**src/verilog/cmc_params.svh**
```systemverilog
// Constants of the CAN mode and control block
`ifndef CMC_PARAMS_SVH
`define CMC_PARAMS_SVH
`define CMC_ADDR_CTRL 8'ha3
`define CMC_ADDR_STAT 8'ha4
`define CMC_ADDR_TEC 8'ha6
`define CMC_ADDR_REC 8'ha7
`define CMC_CTRL_RESET 8'h09
`define CMC_B_ERRIE 7
`define CMC_B_STATUS_IRQ_ENABLE 6
`define CMC_B_PDE 5
`define CMC_B_SIESTA 4
`define CMC_B_MRST 3
`define CMC_B_BAUD 2
`define CMC_B_THR 1
`define CMC_B_SWINIT 0
`define CMC_THR_LOW 9'h05f
`define CMC_THR_HIGH 9'h07f
`define CMC_PASSIVE 9'h080
`define CMC_BUS_OFF 9'h100
`define CMC_TX_ERR_STEP 9'h008
`define CMC_RUN_LEN 4'hb
`define CMC_RECOV_RUNS 8'h80
`define CMC_PROT_BYTES 8'h10
`define CMC_ER_NONE 3'h0
`define CMC_ER_NOCHG 3'h7
`endif

```
**src/verilog/cmc_pkg.sv**
```systemverilog
// Types of the CAN mode and control block
package cmc_pkg;
	typedef enum logic [1:0] {
		CMC_OFFLINE = 2'b00,
		CMC_WAIT = 2'b01,
		CMC_ON = 2'b11,
		CMC_RECOVER = 2'b10
	} cmc_bus_t;
endpackage

```
**src/verilog/cmc_ctrl.sv**
```systemverilog
// CAN mode and control block top
`timescale 1ns/100ps
`default_nettype none
`include "cmc_params.svh"
module cmc_ctrl (
	// Clock and reset
	input wire logic clk,
	input wire logic rstn,
	// Special function register port
	input wire logic [7:0] sfr_addr,
	input wire logic sfr_wr,
	input wire logic sfr_rd,
	input wire logic [7:0] sfr_wdata,
	input wire logic timed_ok,
	output logic [7:0] sfr_rdata,
	// Interrupt enables outside the block
	input wire logic can_irq_enable,
	input wire logic global_irq_enable,
	output logic error_irq,
	output logic status_irq,
	// Protocol engine
	input wire logic rx_active,
	input wire logic tx_active,
	input wire logic arb_active,
	input wire logic bit_tick,
	input wire logic engine_tx,
	input wire logic rx_ok,
	input wire logic rx_stored,
	input wire logic tx_ok,
	input wire logic tx_err_inc,
	input wire logic rx_err_inc,
	input wire logic err_event,
	input wire logic [2:0] err_code,
	output logic engine_rx,
	output logic bus_enable,
	output logic error_passive,
	output logic low_power,
	// Bus timing and message memory write gate
	input wire logic [7:0] bus_timing_0,
	input wire logic [7:0] bus_timing_1,
	input wire logic mem_wr,
	input wire logic [7:0] mem_addr,
	input wire logic [7:0] mem_wdata,
	output logic mem_wr_ok,
	output logic [7:0] mem_addr_q,
	output logic [7:0] mem_wdata_q,
	// Transceiver pins
	input wire logic can_receive_pin,
	output logic can_transmit_pin
);
	logic rst_s1_q, rst_n_s, rx_s;
	logic error_irq_enable, status_irq_enable, power_down_request, siesta_q;
	logic module_reset, mrst_done_q, baud_detect_mode, error_threshold_select;
	logic software_init, swinit_req_q, bus_off_flag, error_count_exceeded;
	logic rxs_q, txs_q, wks_prev_q, stat_pend_q, lp_active_q, run_done;
	logic [2:0] bus_error_field;
	logic [8:0] tx_error_counter, rx_error_counter;
	logic [7:0] recov_cnt_q;
	cmc_pkg::cmc_bus_t bus_q;
	logic busy, soft_rst, wr_ctrl, wr_stat, rd_stat, wr_tec, wr_rec, timing_zero;
	logic wake_status, tx_rise, rx_set, er_new, run_clear, rx_fb, bus_off_hit;

	assign busy = rx_active | tx_active | arb_active;
	assign wr_ctrl = sfr_wr && (sfr_addr == `CMC_ADDR_CTRL);
	assign wr_stat = sfr_wr && (sfr_addr == `CMC_ADDR_STAT);
	assign rd_stat = sfr_rd && (sfr_addr == `CMC_ADDR_STAT);
	assign wr_tec = sfr_wr && (sfr_addr == `CMC_ADDR_TEC);
	assign wr_rec = sfr_wr && (sfr_addr == `CMC_ADDR_REC);
	assign timing_zero = (bus_timing_0 == 8'h00) && (bus_timing_1 == 8'h00);
	assign wake_status = power_down_request | siesta_q;
	assign soft_rst = module_reset && (mrst_done_q || !busy);
	assign rx_set = rx_ok && (baud_detect_mode || rx_stored);
	assign tx_rise = tx_ok && !txs_q;
	assign er_new = err_event && ((bus_error_field == `CMC_ER_NONE)
		|| (bus_error_field == `CMC_ER_NOCHG)) && (err_code != `CMC_ER_NONE)
		&& (err_code != `CMC_ER_NOCHG);
	assign bus_off_hit = (bus_q == cmc_pkg::CMC_ON) && tx_err_inc
		&& (tx_error_counter >= `CMC_BUS_OFF - `CMC_TX_ERR_STEP);
	assign rx_fb = baud_detect_mode ? (rx_s & engine_tx) : rx_s;
	assign run_clear = !((bus_q == cmc_pkg::CMC_WAIT) || (bus_q == cmc_pkg::CMC_RECOVER))
		|| lp_active_q;

	// Reset release
	always_ff @(posedge clk or negedge rstn)
	begin
		if (!rstn)
		begin
			rst_s1_q <= 1'b0;
			rst_n_s <= 1'b0;
		end
		else
		begin
			rst_s1_q <= 1'b1;
			rst_n_s <= rst_s1_q;
		end
	end

	cmc_sync u_rx_sync (
		.clk(clk),
		.rst_n(rst_n_s),
		.d(can_receive_pin),
		.q(rx_s)
	);

	cmc_run u_run (
		.clk(clk),
		.rst_n(rst_n_s),
		.clear(run_clear),
		.bit_tick(bit_tick),
		.bit_val(rx_fb),
		.run_done(run_done)
	);

	// Plain control bits
	always_ff @(posedge clk or negedge rst_n_s)
	begin
		if (!rst_n_s)
		begin
			error_irq_enable <= 1'b0;
			status_irq_enable <= 1'b0;
			power_down_request <= 1'b0;
			siesta_q <= 1'b0;
			baud_detect_mode <= 1'b0;
			error_threshold_select <= 1'b0;
		end
		else if (soft_rst)
		begin
			error_irq_enable <= 1'b0;
			status_irq_enable <= 1'b0;
			power_down_request <= 1'b0;
			siesta_q <= 1'b0;
			baud_detect_mode <= 1'b0;
			error_threshold_select <= 1'b0;
		end
		else if (wr_ctrl)
		begin
			error_irq_enable <= sfr_wdata[`CMC_B_ERRIE];
			status_irq_enable <= sfr_wdata[`CMC_B_STATUS_IRQ_ENABLE];
			power_down_request <= sfr_wdata[`CMC_B_PDE];
			siesta_q <= sfr_wdata[`CMC_B_SIESTA] && !sfr_wdata[`CMC_B_SWINIT]
				&& !(timed_ok && sfr_wdata[`CMC_B_MRST]);
			baud_detect_mode <= sfr_wdata[`CMC_B_BAUD];
			error_threshold_select <= sfr_wdata[`CMC_B_THR];
		end
	end

	always_ff @(posedge clk or negedge rst_n_s)
	begin
		if (!rst_n_s)
		begin
			module_reset <= 1'b1;
			mrst_done_q <= 1'b1;
		end
		else
		begin
			if (wr_ctrl && timed_ok)
				module_reset <= sfr_wdata[`CMC_B_MRST];
			if (wr_ctrl && timed_ok && !sfr_wdata[`CMC_B_MRST])
				mrst_done_q <= 1'b0;
			else if (wr_ctrl && timed_ok && !module_reset)
				mrst_done_q <= 1'b0;
			else if (soft_rst)
				mrst_done_q <= 1'b1;
		end
	end

	// Software init lockout
	always_ff @(posedge clk or negedge rst_n_s)
	begin
		if (!rst_n_s)
		begin
			software_init <= 1'b1;
			swinit_req_q <= 1'b0;
		end
		else if (soft_rst)
		begin
			software_init <= 1'b1;
			swinit_req_q <= 1'b0;
		end
		else if (bus_off_hit || bus_q == cmc_pkg::CMC_RECOVER)
		begin
			software_init <= (bus_q == cmc_pkg::CMC_RECOVER) && run_done
				&& (recov_cnt_q == `CMC_RECOV_RUNS - 8'h01);
			swinit_req_q <= 1'b0;
		end
		else if (timing_zero)
		begin
			software_init <= 1'b1;
			swinit_req_q <= 1'b0;
		end
		else if (wr_ctrl && !bus_off_flag)
		begin
			if (!sfr_wdata[`CMC_B_SWINIT])
			begin
				software_init <= 1'b0;
				swinit_req_q <= 1'b0;
			end
			else if (!software_init)
				swinit_req_q <= 1'b1;
		end
		else if (swinit_req_q && (!busy || err_event))
		begin
			software_init <= 1'b1;
			swinit_req_q <= 1'b0;
		end
	end

	// Low power entry after current activity
	always_ff @(posedge clk or negedge rst_n_s)
	begin
		if (!rst_n_s)
			lp_active_q <= 1'b0;
		else if (!wake_status || soft_rst)
			lp_active_q <= 1'b0;
		else if (!busy)
			lp_active_q <= 1'b1;
	end

	// Bus sequencer
	always_ff @(posedge clk or negedge rst_n_s)
	begin
		if (!rst_n_s)
		begin
			bus_q <= cmc_pkg::CMC_OFFLINE;
			recov_cnt_q <= 8'h00;
		end
		else if (soft_rst)
		begin
			bus_q <= cmc_pkg::CMC_OFFLINE;
			recov_cnt_q <= 8'h00;
		end
		else
		begin
			case (bus_q)
				cmc_pkg::CMC_OFFLINE:
					if (!software_init)
						bus_q <= cmc_pkg::CMC_WAIT;
				cmc_pkg::CMC_WAIT:
					if (software_init)
						bus_q <= cmc_pkg::CMC_OFFLINE;
					else if (run_done)
						bus_q <= cmc_pkg::CMC_ON;
				cmc_pkg::CMC_ON:
					if (bus_off_hit)
					begin
						bus_q <= cmc_pkg::CMC_RECOVER;
						recov_cnt_q <= 8'h00;
					end
					else if (software_init)
						bus_q <= cmc_pkg::CMC_OFFLINE;
					else if (lp_active_q)
						bus_q <= cmc_pkg::CMC_WAIT;
				default:
					if (run_done)
					begin
						recov_cnt_q <= recov_cnt_q + 8'h01;
						if (recov_cnt_q == `CMC_RECOV_RUNS - 8'h01)
							bus_q <= cmc_pkg::CMC_OFFLINE;
					end
			endcase
		end
	end

	// Error counters and fault confinement
	always_ff @(posedge clk or negedge rst_n_s)
	begin
		if (!rst_n_s)
		begin
			tx_error_counter <= 9'h000;
			rx_error_counter <= 9'h000;
			bus_off_flag <= 1'b0;
		end
		else if (soft_rst)
		begin
			tx_error_counter <= 9'h000;
			rx_error_counter <= 9'h000;
			bus_off_flag <= 1'b0;
		end
		else if (bus_off_hit)
		begin
			tx_error_counter <= `CMC_BUS_OFF;
			bus_off_flag <= 1'b1;
		end
		else if (bus_q == cmc_pkg::CMC_RECOVER)
		begin
			// recovery end clears flag and counters
			if (run_done && (recov_cnt_q == `CMC_RECOV_RUNS - 8'h01))
			begin
				tx_error_counter <= 9'h000;
				rx_error_counter <= 9'h000;
				bus_off_flag <= 1'b0;
			end
		end
		else
		begin
			if (wr_tec && software_init)
				tx_error_counter <= {1'b0, sfr_wdata};
			else if (tx_err_inc)
				tx_error_counter <= tx_error_counter + `CMC_TX_ERR_STEP;
			else if (tx_ok && tx_error_counter != 9'h000)
				tx_error_counter <= tx_error_counter - 9'h001;
			if (wr_rec && software_init)
				rx_error_counter <= {1'b0, sfr_wdata};
			else if (rx_err_inc && rx_error_counter != 9'h0ff)
				rx_error_counter <= rx_error_counter + 9'h001;
			else if (rx_ok && rx_error_counter != 9'h000)
				rx_error_counter <= rx_error_counter - 9'h001;
		end
	end

	// Status flags
	always_ff @(posedge clk or negedge rst_n_s)
	begin
		if (!rst_n_s)
		begin
			rxs_q <= 1'b0;
			txs_q <= 1'b0;
			bus_error_field <= `CMC_ER_NONE;
			wks_prev_q <= 1'b0;
			stat_pend_q <= 1'b0;
		end
		else if (soft_rst)
		begin
			rxs_q <= 1'b0;
			txs_q <= 1'b0;
			bus_error_field <= `CMC_ER_NONE;
			wks_prev_q <= 1'b0;
			stat_pend_q <= 1'b0;
		end
		else
		begin
			wks_prev_q <= wake_status;
			// Engine set wins over a software clear
			rxs_q <= rx_set || (wr_stat ? sfr_wdata[4] : rxs_q);
			txs_q <= tx_ok || (wr_stat ? sfr_wdata[3] : txs_q);
			if (er_new)
				bus_error_field <= err_code;
			else if (rd_stat && !software_init)
				bus_error_field <= `CMC_ER_NOCHG;
			if (status_irq_enable && (rx_set || tx_ok || er_new
				|| (wake_status && !wks_prev_q)
				|| (wr_stat && sfr_wdata[4] && !rxs_q)
				|| (wr_stat && sfr_wdata[3] && !txs_q)))
				stat_pend_q <= 1'b1;
			else if (rd_stat)
				stat_pend_q <= 1'b0;
		end
	end

	// Threshold flag, interrupts and engine outputs
	always_ff @(posedge clk or negedge rst_n_s)
	begin
		if (!rst_n_s)
		begin
			error_count_exceeded <= 1'b0;
			error_passive <= 1'b0;
			error_irq <= 1'b0;
			status_irq <= 1'b0;
			bus_enable <= 1'b0;
			low_power <= 1'b0;
			engine_rx <= 1'b1;
			can_transmit_pin <= 1'b1;
		end
		else
		begin
			error_count_exceeded <= error_threshold_select
				? (tx_error_counter > `CMC_THR_HIGH || rx_error_counter > `CMC_THR_HIGH)
				: (tx_error_counter > `CMC_THR_LOW || rx_error_counter > `CMC_THR_LOW);
			error_passive <= (tx_error_counter > `CMC_PASSIVE)
				|| (rx_error_counter > `CMC_PASSIVE);
			error_irq <= error_irq_enable && can_irq_enable && global_irq_enable
				&& (bus_off_flag || error_count_exceeded);
			status_irq <= stat_pend_q;
			bus_enable <= (bus_q == cmc_pkg::CMC_ON) && !lp_active_q;
			low_power <= lp_active_q;
			engine_rx <= rx_fb;
			can_transmit_pin <= baud_detect_mode || engine_tx;
		end
	end

	// Register read port; unmapped reads give zero
	always_ff @(posedge clk or negedge rst_n_s)
	begin
		if (!rst_n_s)
			sfr_rdata <= 8'h00;
		else if (sfr_rd)
		begin
			if (sfr_addr == `CMC_ADDR_CTRL)
				sfr_rdata <= {error_irq_enable, status_irq_enable, power_down_request,
					siesta_q, module_reset && mrst_done_q, baud_detect_mode,
					error_threshold_select, software_init};
			else if (sfr_addr == `CMC_ADDR_STAT)
				sfr_rdata <= {bus_off_flag, error_count_exceeded, wake_status,
					rxs_q, txs_q, bus_error_field};
			else if (sfr_addr == `CMC_ADDR_TEC)
				sfr_rdata <= tx_error_counter[7:0];
			else if (sfr_addr == `CMC_ADDR_REC)
				sfr_rdata <= rx_error_counter[7:0];
			else
				sfr_rdata <= 8'h00;
		end
	end

	// Message memory write gate, one cycle late
	always_ff @(posedge clk or negedge rst_n_s)
	begin
		if (!rst_n_s)
		begin
			mem_wr_ok <= 1'b0;
			mem_addr_q <= 8'h00;
			mem_wdata_q <= 8'h00;
		end
		else
		begin
			mem_wr_ok <= mem_wr && (software_init || mem_addr >= `CMC_PROT_BYTES);
			mem_addr_q <= mem_addr;
			mem_wdata_q <= mem_wdata;
		end
	end

	AST_ERR_IRQ: assert property (@(posedge clk) disable iff (!rst_n_s)
		error_irq |-> $past(error_irq_enable && can_irq_enable && global_irq_enable))
		else $error("error interrupt without enables");
	AST_WAKE: assert property (@(posedge clk) disable iff (!rst_n_s)
		sfr_rd && sfr_addr == `CMC_ADDR_STAT
		|=> sfr_rdata[5] == $past(power_down_request | siesta_q))
		else $error("wake status mismatch");
	AST_SIESTA_INIT: assert property (@(posedge clk) disable iff (!rst_n_s)
		wr_ctrl && sfr_wdata[`CMC_B_SWINIT] |=> !siesta_q)
		else $error("siesta survived init write");
	AST_MRST_CNT: assert property (@(posedge clk) disable iff (!rst_n_s)
		soft_rst |=> tx_error_counter == 9'h000 && rx_error_counter == 9'h000
		&& software_init)
		else $error("module reset left counters");
	AST_MRST_TIMED: assert property (@(posedge clk) disable iff (!rst_n_s)
		$rose(module_reset) |-> $past(wr_ctrl && timed_ok))
		else $error("module reset set without timed access");
	AST_PROT: assert property (@(posedge clk) disable iff (!rst_n_s)
		mem_wr_ok && mem_addr_q < `CMC_PROT_BYTES |-> $past(software_init))
		else $error("protected byte written without init");
	AST_TEC_LOCK: assert property (@(posedge clk) disable iff (!rst_n_s)
		wr_tec && !software_init && !tx_err_inc && !tx_ok && !bus_off_hit
		&& bus_q != cmc_pkg::CMC_RECOVER && !soft_rst
		|=> $stable(tx_error_counter))
		else $error("counter written without init");
	AST_BAUD_PIN: assert property (@(posedge clk) disable iff (!rst_n_s)
		baud_detect_mode ##1 baud_detect_mode |-> can_transmit_pin)
		else $error("pin driven in baud detect");
	AST_THR: assert property (@(posedge clk) disable iff (!rst_n_s)
		##1 error_count_exceeded == $past(error_threshold_select
		? (tx_error_counter > 9'h07f || rx_error_counter > 9'h07f)
		: (tx_error_counter > 9'h05f || rx_error_counter > 9'h05f)))
		else $error("count exceeded flag wrong");
	AST_BUS_OFF_FLAG_INIT: assert property (@(posedge clk) disable iff (!rst_n_s)
		bus_off_flag |-> !software_init)
		else $error("init set during bus-off");
	AST_ON_WAIT: assert property (@(posedge clk) disable iff (!rst_n_s)
		$changed(bus_q) && bus_q == cmc_pkg::CMC_ON |-> $past(run_done))
		else $error("joined bus without recessive run");
	AST_ZERO_TIMING: assert property (@(posedge clk) disable iff (!rst_n_s)
		timing_zero && !bus_off_hit && bus_q != cmc_pkg::CMC_RECOVER |=> software_init)
		else $error("init cleared with zero timing");
endmodule // cmc_ctrl
`default_nettype wire

```
**src/verilog/cmc_run.sv**
```systemverilog
// Counter of consecutive recessive bits
`timescale 1ns/100ps
`default_nettype none
`include "cmc_params.svh"
module cmc_run (
	// Clock and reset
	input wire logic clk,
	input wire logic rst_n,
	// Control
	input wire logic clear,
	input wire logic bit_tick,
	input wire logic bit_val,
	// One-cycle pulse after a full run
	output logic run_done
);
	logic [3:0] cnt_q;
	always_ff @(posedge clk or negedge rst_n)
	begin
		if (!rst_n)
		begin
			cnt_q <= 4'h0;
			run_done <= 1'b0;
		end
		else
		begin
			run_done <= 1'b0;
			if (clear)
				cnt_q <= 4'h0;
			else if (bit_tick)
			begin
				// A dominant bit restarts the run
				if (!bit_val)
					cnt_q <= 4'h0;
				else if (cnt_q == `CMC_RUN_LEN - 4'h1)
				begin
					cnt_q <= 4'h0;
					run_done <= 1'b1;
				end
				else
					cnt_q <= cnt_q + 4'h1;
			end
		end
	end
endmodule // cmc_run
`default_nettype wire

```
**src/verilog/cmc_sync.sv**
```systemverilog
// Two-stage synchroniser for the receive pin
`timescale 1ns/100ps
`default_nettype none
module cmc_sync (
	// Clock and reset
	input wire logic clk,
	input wire logic rst_n,
	// Data
	input wire logic d,
	output logic q
);
	logic s1_q;
	always_ff @(posedge clk or negedge rst_n)
	begin
		if (!rst_n)
		begin
			s1_q <= 1'b1;
			q <= 1'b1;
		end
		else
		begin
			s1_q <= d;
			q <= s1_q;
		end
	end
endmodule // cmc_sync
`default_nettype wire
```
**config.mk**
```make
export PLATFORM = sky130hd
export DESIGN_NAME = cmc_ctrl
export DESIGN_NICKNAME = d
export VERILOG_FILES = /design/src/verilog/cmc_pkg.sv /design/src/verilog/cmc_ctrl.sv /design/src/verilog/cmc_run.sv /design/src/verilog/cmc_sync.sv
export VERILOG_INCLUDE_DIRS = /design/src /design/src/verilog
export SDC_FILE = /design/constraint.sdc
export NUM_CORES = 1
export LEC_CHECK = 0
export ABC_AREA = 1
export BUFFER_PORTS_ARGS = -buffer_cell sky130_fd_sc_hd__buf_2
export CAP_MARGIN = 20
export CORE_MARGIN = 2
export CORE_UTILIZATION = 31
export DETAILED_ROUTE_END_ITERATION = 7
export SLEW_MARGIN = 0
export SYNTH_ARGS = -nofsm -noshare
export SYNTH_HDL_FRONTEND = slang
export SYNTH_SLANG_ARGS = --single-unit
export TNS_END_PERCENT = 5
```
**constraint.sdc**
```tcl
create_clock -name clk -period 3.3 [get_ports clk]
set_input_delay 0.99 -clock clk [delete_from_list [all_inputs] [get_ports clk]]
set_output_delay 0.99 -clock clk [all_outputs]
set_load 0.02 [all_outputs]
```
==> results of run 1 <==
routing by layer:
layer / vias to the layer above / GRT usage, % / wire [um]
li1: 2565 / - / -
met1: 2339 / 24.1 / 7050
met2: 143 / 26.4 / 6620
met3: 15 / 3.24 / 936
met4: 0 / 5.27 / 242
met5: - / 0 / 0
metrics by stage:
stage	setup slack (ns)	utilization (%)
after global routing	0.570	37.7
after CTS	0.860	37.7
final	0.831	37.7
after detailed placement	0.599	36.0
after global placement	0.655	36.0
after floorplan	0.650	-
layout make-up:
cell class                      instances  area, um^2  share of cell area [%]
Timing Repair Buffer                  104         526                    8.08
Multi-Input combinational cell        528        2790                    43.0
Inverter                               94         357                    5.48
Tap cell                              225         282                    4.33
Clock buffer                            9         225                    3.46
Clock inverter                          7        82.6                    1.27
Sequential cell                        89        2240                    34.4
state kept, by name, summed over array words and instances (netlist names), 2 cells and up:
signal,cells
u_run.cnt_q,4
bus_q,2
mem_wdata_q,8
bus_error_field,3
mem_addr_q,8
recov_cnt_q,8
tx_error_counter,9
rx_error_counter,9
sfr_rdata,8
cell families (layout without fill, tap and decap cells):
kind of cell	Yosys count	after routing	share of synthesized area, %
DFF	89	89	41.1
other	1	1	0.0689
buffers and inverters	101	214	7.52
adders and majority gates	21	21	4.97
and+or+nand+nor	408	408	35.4
AOI/OAI and AO/OA	93	93	10.1
xor gates and xnor gates	5	5	0.805
final timing paths:
check,end,from,slack [ns],depth (start not counted)
max in group asynchronous,mrst_done_q$_DFFE_PN1P_,rst_n_s$_DFF_PN0_,2.18,1
hold / removal,lp_active_q$_DFFE_PN0P_,rst_n_s$_DFF_PN0_,0.31,0
setup reg to reg,rx_error_counter[8]$_DFFE_PN0P_,rx_error_counter[5]$_DFFE_PN0P_,0.83,14
min in group clk,u_rx_sync.q$_DFF_PN1_,u_rx_sync.s1_q$_DFF_PN1_,0.36,0
hold reg to reg,lp_active_q$_DFFE_PN0P_,rst_n_s$_DFF_PN0_,0.31,0
setup / recovery,rx_error_counter[8]$_DFFE_PN0P_,rx_error_counter[5]$_DFFE_PN0P_,0.83,14
placed cells by master, fill, tap and decap left out, types with 6 or more instances in the layout:
| cell type | count |
|---|---|
| buf_2 | 102 |
| nand2_2 | 9 |
| dfstp_2 | 7 |
| inv_1 | 86 |
| ha_1 | 20 |
| o21ai_0 | 41 |
| nor2_2 | 6 |
| dfrtp_1 | 81 |
| nand2_1 | 202 |
| clkbuf_16 | 9 |
| nand3_1 | 71 |
| nor2_1 | 66 |
| inv_2 | 6 |
| nor3_1 | 11 |
| a21oi_1 | 19 |
| nand4_1 | 15 |
| o22ai_1 | 11 |
worst max-delay path: cells and delay by family (launching register included):
kind / cells / cell delay, ns
flops: 1 / 0.49
simple gates: 11 / 1.20
fa+ha+maj: 1 / 0.42
buf+inv: 2 / 0.24
power groups by stage:
stage                     Combinational [W]  Sequential, W  Clock, W
after floorplan                    0.000183        0.00120         0
after global placement             0.000333        0.00118         0
after detailed placement           0.000334        0.00118         0
after CTS                          0.000336        0.00116   0.00111
after global routing               0.000379        0.00117   0.00115
final                              0.000335        0.00116   0.00108
==> key figures, run 1 <==
Global routing
  • Antenna violations before repair: 0
  • Vias in the first global route: roughly 4,800
  • Largest net degree at the start of global routing: a little over 40
  • First-pass GRT wire length: 24.6 mm
  • GRT overflow: 0
  • Tot GR Track Use: 17.1%

Power and ir drop
  • Seq pwr share: a little under half
  • Power per Cell Area: ~400 nW/um^2
  • Pint: 0.00185 W
  • Clk pwr share: 41.8%
  • Sw power: 0.000727 W
  • Logic gate share of total power: 13.0%
  • Worst vdd ir: between 0.2 and 0.25 mV
  • Static Leakage: around 3.4 nW
  • Design Power: 0.00257 W
  • Net Sw Frac: between 20% and 30%

Clocking
  • CTS tree: done
  • # resized after CTS: 0
  • Skew-Pair Late Insertion Delay: approximately 0.35 ns
  • CTS sink cnt: 89
  • Reg clk slew, reported paths: 0.07 ns
  • H-Tree Depth: 3
  • CTS buffer count: 9
  • Root buf cell: clkbuf_16
  • Post-CTS setup buffer count: 0
  • Max clock buf depth: 2
  • Hold_buf cts: 0

Floorplanning
  • I/O pin count: 103
  • Core Area: 17,200 um^2
  • Core Rows: 48
  • Die Area: 18,600 um^2
  • Die span in y: 136 um
  • Chip Width: 136 um
  • Starting Density: 31.6%

Synthesis
  • Number of distinct library cells after synthesis: 48
  • Top-count cell post-synth: nand2_1
  • Mapped cell area: between 5000 and 6000 um^2
  • Seq/Total Area, Yosys: 41.1%
  • EDFF count, synth: 0
  • Mean area per synthesized cell: 7.58 um^2
  • Synthesized Nets: between 800 and 900
  • Number of synthesis warnings: 0
  • Synth Flop Type: dfrtp_1
  • Post-synth top area share: 37.7%
  • Synthesized instance count: 718
  • Area contributors post-synth: dfrtp_1 38%, nand2_1 14%, nand3_1 6.5%
  • Most instantiated cells after synthesis: 202 x nand2_1, 86 x inv_1, 82 x dfrtp_1, 71 x nand3_1, 66 x nor2_1
  • Ys async rst share: 100%
  • Post-synthesis register bit count: around 90
  • Leading area contributor after synthesis: dfrtp_1

Setup path
  • CP peak stage delay: between 0.4 and 0.5 ns
  • Arrival time at the worst endpoint: 2.71 ns
  • Slowest stage cell, crit path: dfrtp_1
  • Critical path capture point type: flop
  • Crit path kind: flop to flop
  • CP cell instances: nand2_1, nor2_1, nand3b_1, nand2_1, inv_1, fa_1, inv_1, nand3_1, nand3_1, nand4_1, nand4_1, nand2_1, nand2_1, nand2_1
  • Most frequent CP cell: nand2_1
  • CP Max Fanout: 11
  • Req. time, crit path: 3.54 ns
  • Critical Path Start Type: flop

Final layout
  • Area growth from synthesis to layout: 19.6%
  • Layout cells sized above 1: a little over a fifth
  • Design area: 6500 um^2
  • Fillcell total: 1,796
  • Final cell count without fillers: 1,056
  • Final net count: 918
  • Diode count: 0

Detailed routing
  • Vias per cell: 4.79
  • DRC Markers: 0
  • Drt total wl: 14.8 mm
  • Vias: 5,062
  • 1st-iter DRT viols: 301
  • First-pass DRT Iterations: 5
  • DRT antenna net count: 0
  • Routed wire length per instance: 14.1 um

Placement
  • Gpl congestion: 0.857
  • Placed insts: 1,040
  • IO Port Bufs: 102
  • DP Wirelength: 11.5 mm
  • Placed Area: 6200 um^2

Timing
  • Clk_skew: 0.0107 ns
  • Setup_tns: 0 ns
  • Max-slew violation count: 0
  • Final setup fails: 0
  • Final hold vios: 0
  • Min Tclk post-route: 2.47 ns
  • Slew headroom: 65.1%
  • Final Hold Slack: 0.314 ns
  • F_max: 405 MHz
  • Worst slew pin tran: 0.524 ns
  • RSZ-0062 raised after global routing: false
  • Final Cycle Share: 74.8%

Run
  • Max-cap violation count: 0

Run status
  • Status: completed

Hold path
  • Worst Hold Class: flop to asynchronous set/reset pin
Power figures use the tool's default switching activity.
==> inputs of run 2 (changes only) <==
clock period = 2.3 ns   (was 3.3 ns; I/O delays follow)
==> run 2 against run 1 <==
  * Register-to-register slack worse by 0.60 ns
  * Via count up 1.4%
  * Core utilization up 0.93 points
  * Hold slack worse by 0.21 ns
  * Largest cell class unchanged
  * Largest power group unchanged
==> key figures, run 2 (same netlist as run 1, synthesis figures left out) <==
Setup path
  • Slowest stage cell, crit path: dfrtp_1
  • Path length in cells of the critical path: 13 (-1)
  • Critical path capture point type: flop
  • CP bufs+invs: 2 (unchanged)
  • CP Max Fanout: 9 (-2)
  • CP top delay family: simple AND/OR/NAND/NOR gates
  • CP peak stage delay: 0.38 ns (-0.11 ns)
  • Crit path kind: flop to flop
  • Critical Path Start Type: flop
  • Arrival time at the worst endpoint: 2.32 ns (-0.39 ns)
  • Req. time, crit path: 2.55 ns (-0.99 ns)
  • CP cell instances: inv_1, nor2_1, nand3b_1, nand2_1, buf_4, ha_1, a21oi_1, nand2_1, xor2_1, nand2_1, o21ai_0, nand3_1, nand2_1
  • Reg2reg path depth: 13 (-1)
  • Most frequent CP cell: nand2_1

Detailed routing
  • Routed wire length per instance: 14.1 um (about the same)
  • DRC Markers: 0 (unchanged)
  • Vias: 5,135 (+1.4%)
  • DRT antenna net count: 0 (unchanged)
  • 1st-iter DRT viols: 247 (-18%)
  • Vias per cell: 4.77 (-0.44%)
  • First-pass DRT Iterations: 4 (-1)
  • Drt total wl: 15.1 mm (+1.9%)

Clocking
  • H-Tree Depth: 3 (unchanged)
  • CTS tree: done
  • Reg clk slew, reported paths: 0.07 ns (about the same)
  • CTS sink cnt: 89 (unchanged)
  • CTS buffer count: 9 (unchanged)
  • Post-CTS setup buffer count: 0 (unchanged)
  • Max clock buf depth: 2 (unchanged)
  • Skew-Pair Late Insertion Delay: 0.36 ns (about the same)
  • Root buf cell: clkbuf_16

Hold path
  • Worst Hold Class: primary input to asynchronous set/reset pin

Run status
  • Status: completed

Floorplanning
  • Chip Width: 136 um (unchanged)
  • Starting Density: 31.6% (unchanged)
  • Die span in y: 136 um (unchanged)
  • Core Area: 17,200 um^2 (unchanged)
  • I/O pin count: 103 (unchanged)
  • Core Rows: 48 (unchanged)
  • Die Area: 18,600 um^2 (unchanged)

Final layout
  • Diode count: 0 (unchanged)
  • Area growth from synthesis to layout: 22.5%
  • Commonest non-fill, non-tap cell in the layout: nand2_1
  • Biggest regs: rx_error_counter x9, tx_error_counter x9
  • Final cell count without fillers: 1,076 (+1.9%)
  • Final net count: 938 (+2.2%)
  • Commonest non-fill, non-tap cells in the layout: 202 x nand2_1, 102 x buf_2, 86 x inv_1
  • Layout cells sized above 1: 23.3% (+2.2 points)
  • Fin util: 38.7% (+0.93 points)

Placement
  • Gpl congestion: 0.878 (+2.5%)
  • IO Port Bufs: 102 (unchanged)
  • Placed insts: 1,060 (+1.9%)
  • DP Wirelength: 11.9 mm (+3.4%)

Global routing
  • First-pass GRT wire length: 24.7 mm (+0.59%)
  • Vias in the first global route: 4,947 (+3.2%)
  • Antenna violations before repair: 0 (unchanged)
  • Tot GR Track Use: 17.3% (+0.21 points)
  • GRT overflow: 0 (unchanged)
  • Largest net degree at the start of global routing: 46 (+12%)

Timing
  • Slew headroom: 60.0% (-5.0 points)
  • Setup_tns: 0 ns (unchanged)
  • Final Cycle Share: 89.9% (+15 points)
  • F_max: 483 MHz (+19%)
  • Clk_skew: 0.0154 ns (+0.00471 ns)
  • Final setup fails: 0 (unchanged)
  • Final hold vios: 0 (unchanged)
  • Max-slew violation count: 0 (unchanged)
  • Min Tclk post-route: 2.07 ns (-0.400 ns)
  • RSZ-0062 raised after global routing: false
  • Worst slew pin tran: 0.599 ns (+0.0752 ns)

Power and ir drop
  • Power per Cell Area: 552 nW/um^2 (+39%)
  • Worst vdd ir: 0.323 mV (+39%)
  • Static Leakage: 3.56 nW (+3.2%)
  • Design Power: 0.00368 W (+43%)

Run
  • Max-cap violation count: 0 (unchanged)
-- run 2: cell types whose count changed in the layout (fill, tap and decap cells not counted), sizes merged --
cell	previous run	this run
bufinv	1	0
clkinv	2	4
buf	104	124
clkinvlp	1	0
-- run 2: report_power, final --
group	total [W]	internal (W)	leakage (nW)	switching, W
logic	0.000502	0.000185	2.24	0.000317
clock network	0.00151	0.000777	0.150	0.000735
registers	0.00166	0.00162	1.16	0.0000463
total	0.00368	0.00258	3.56	0.00110
-- run 2: through the flow --
stage | area (um^2) | hold WS [ns] | worst slack, ns
after floorplan | 5440 | 0.331 | 0.219
final | 6670 | 0.101 | 0.231
after CTS | 6650 | 0.0925 | 0.246
after detailed placement | 6350 | 0.351 | 0.104
after global placement | 6350 | 0.338 | 0.142
after global routing | 6670 | 0.0897 | 0.0280
-- run 2: area by class of cell --
class | instances | area [um^2]
well taps | 225 | 282
fillers | 1797 | 10600
inverters | 94 | 357
multi-input cells | 528 | 2810
repair buffers | 124 | 676
clock inverters | 7 | 81.3
clock buffers | 9 | 225
flip-flops and latches | 89 | 2240
-- run 2: per-layer routing --
layer | up-vias | GRT usage [%] | share of wire (%)
met1 | 2374 | 23.7 | 48
met4 | 0 | 5.84 | 2.0
met5 | - | 0 | 0
met3 | 21 | 3.80 | 5.3
met2 | 145 | 27.0 | 44
li1 | 2595 | - | -
-- run 2: path summary, 6_finish.rpt --
check	from	endpoint	slack, ns
setup / recovery	rx_error_counter[4]$_DFFE_PN0P_	rx_error_counter[3]$_DFFE_PN0P_	0.23
hold / removal	rstn	rst_n_s$_DFF_PN0_	0.10
setup reg to reg	rx_error_counter[4]$_DFFE_PN0P_	rx_error_counter[3]$_DFFE_PN0P_	0.23
hold reg to reg	rst_n_s$_DFF_PN0_	rxs_q$_DFF_PN0_	0.33
max in group asynchronous	rst_n_s$_DFF_PN0_	can_transmit_pin$_DFF_PN1_	1.29
min in group clk	u_rx_sync.s1_q$_DFF_PN1_	u_rx_sync.q$_DFF_PN1_	0.36
-- run 2: repair_timing --
| item | 4_1_cts | 5_1_grt |
|---|---|---|
| resized for setup | 0 | 3 |
| setup endpoints to repair | 0 | 2 |
| hold buffers | 0 | 0 |
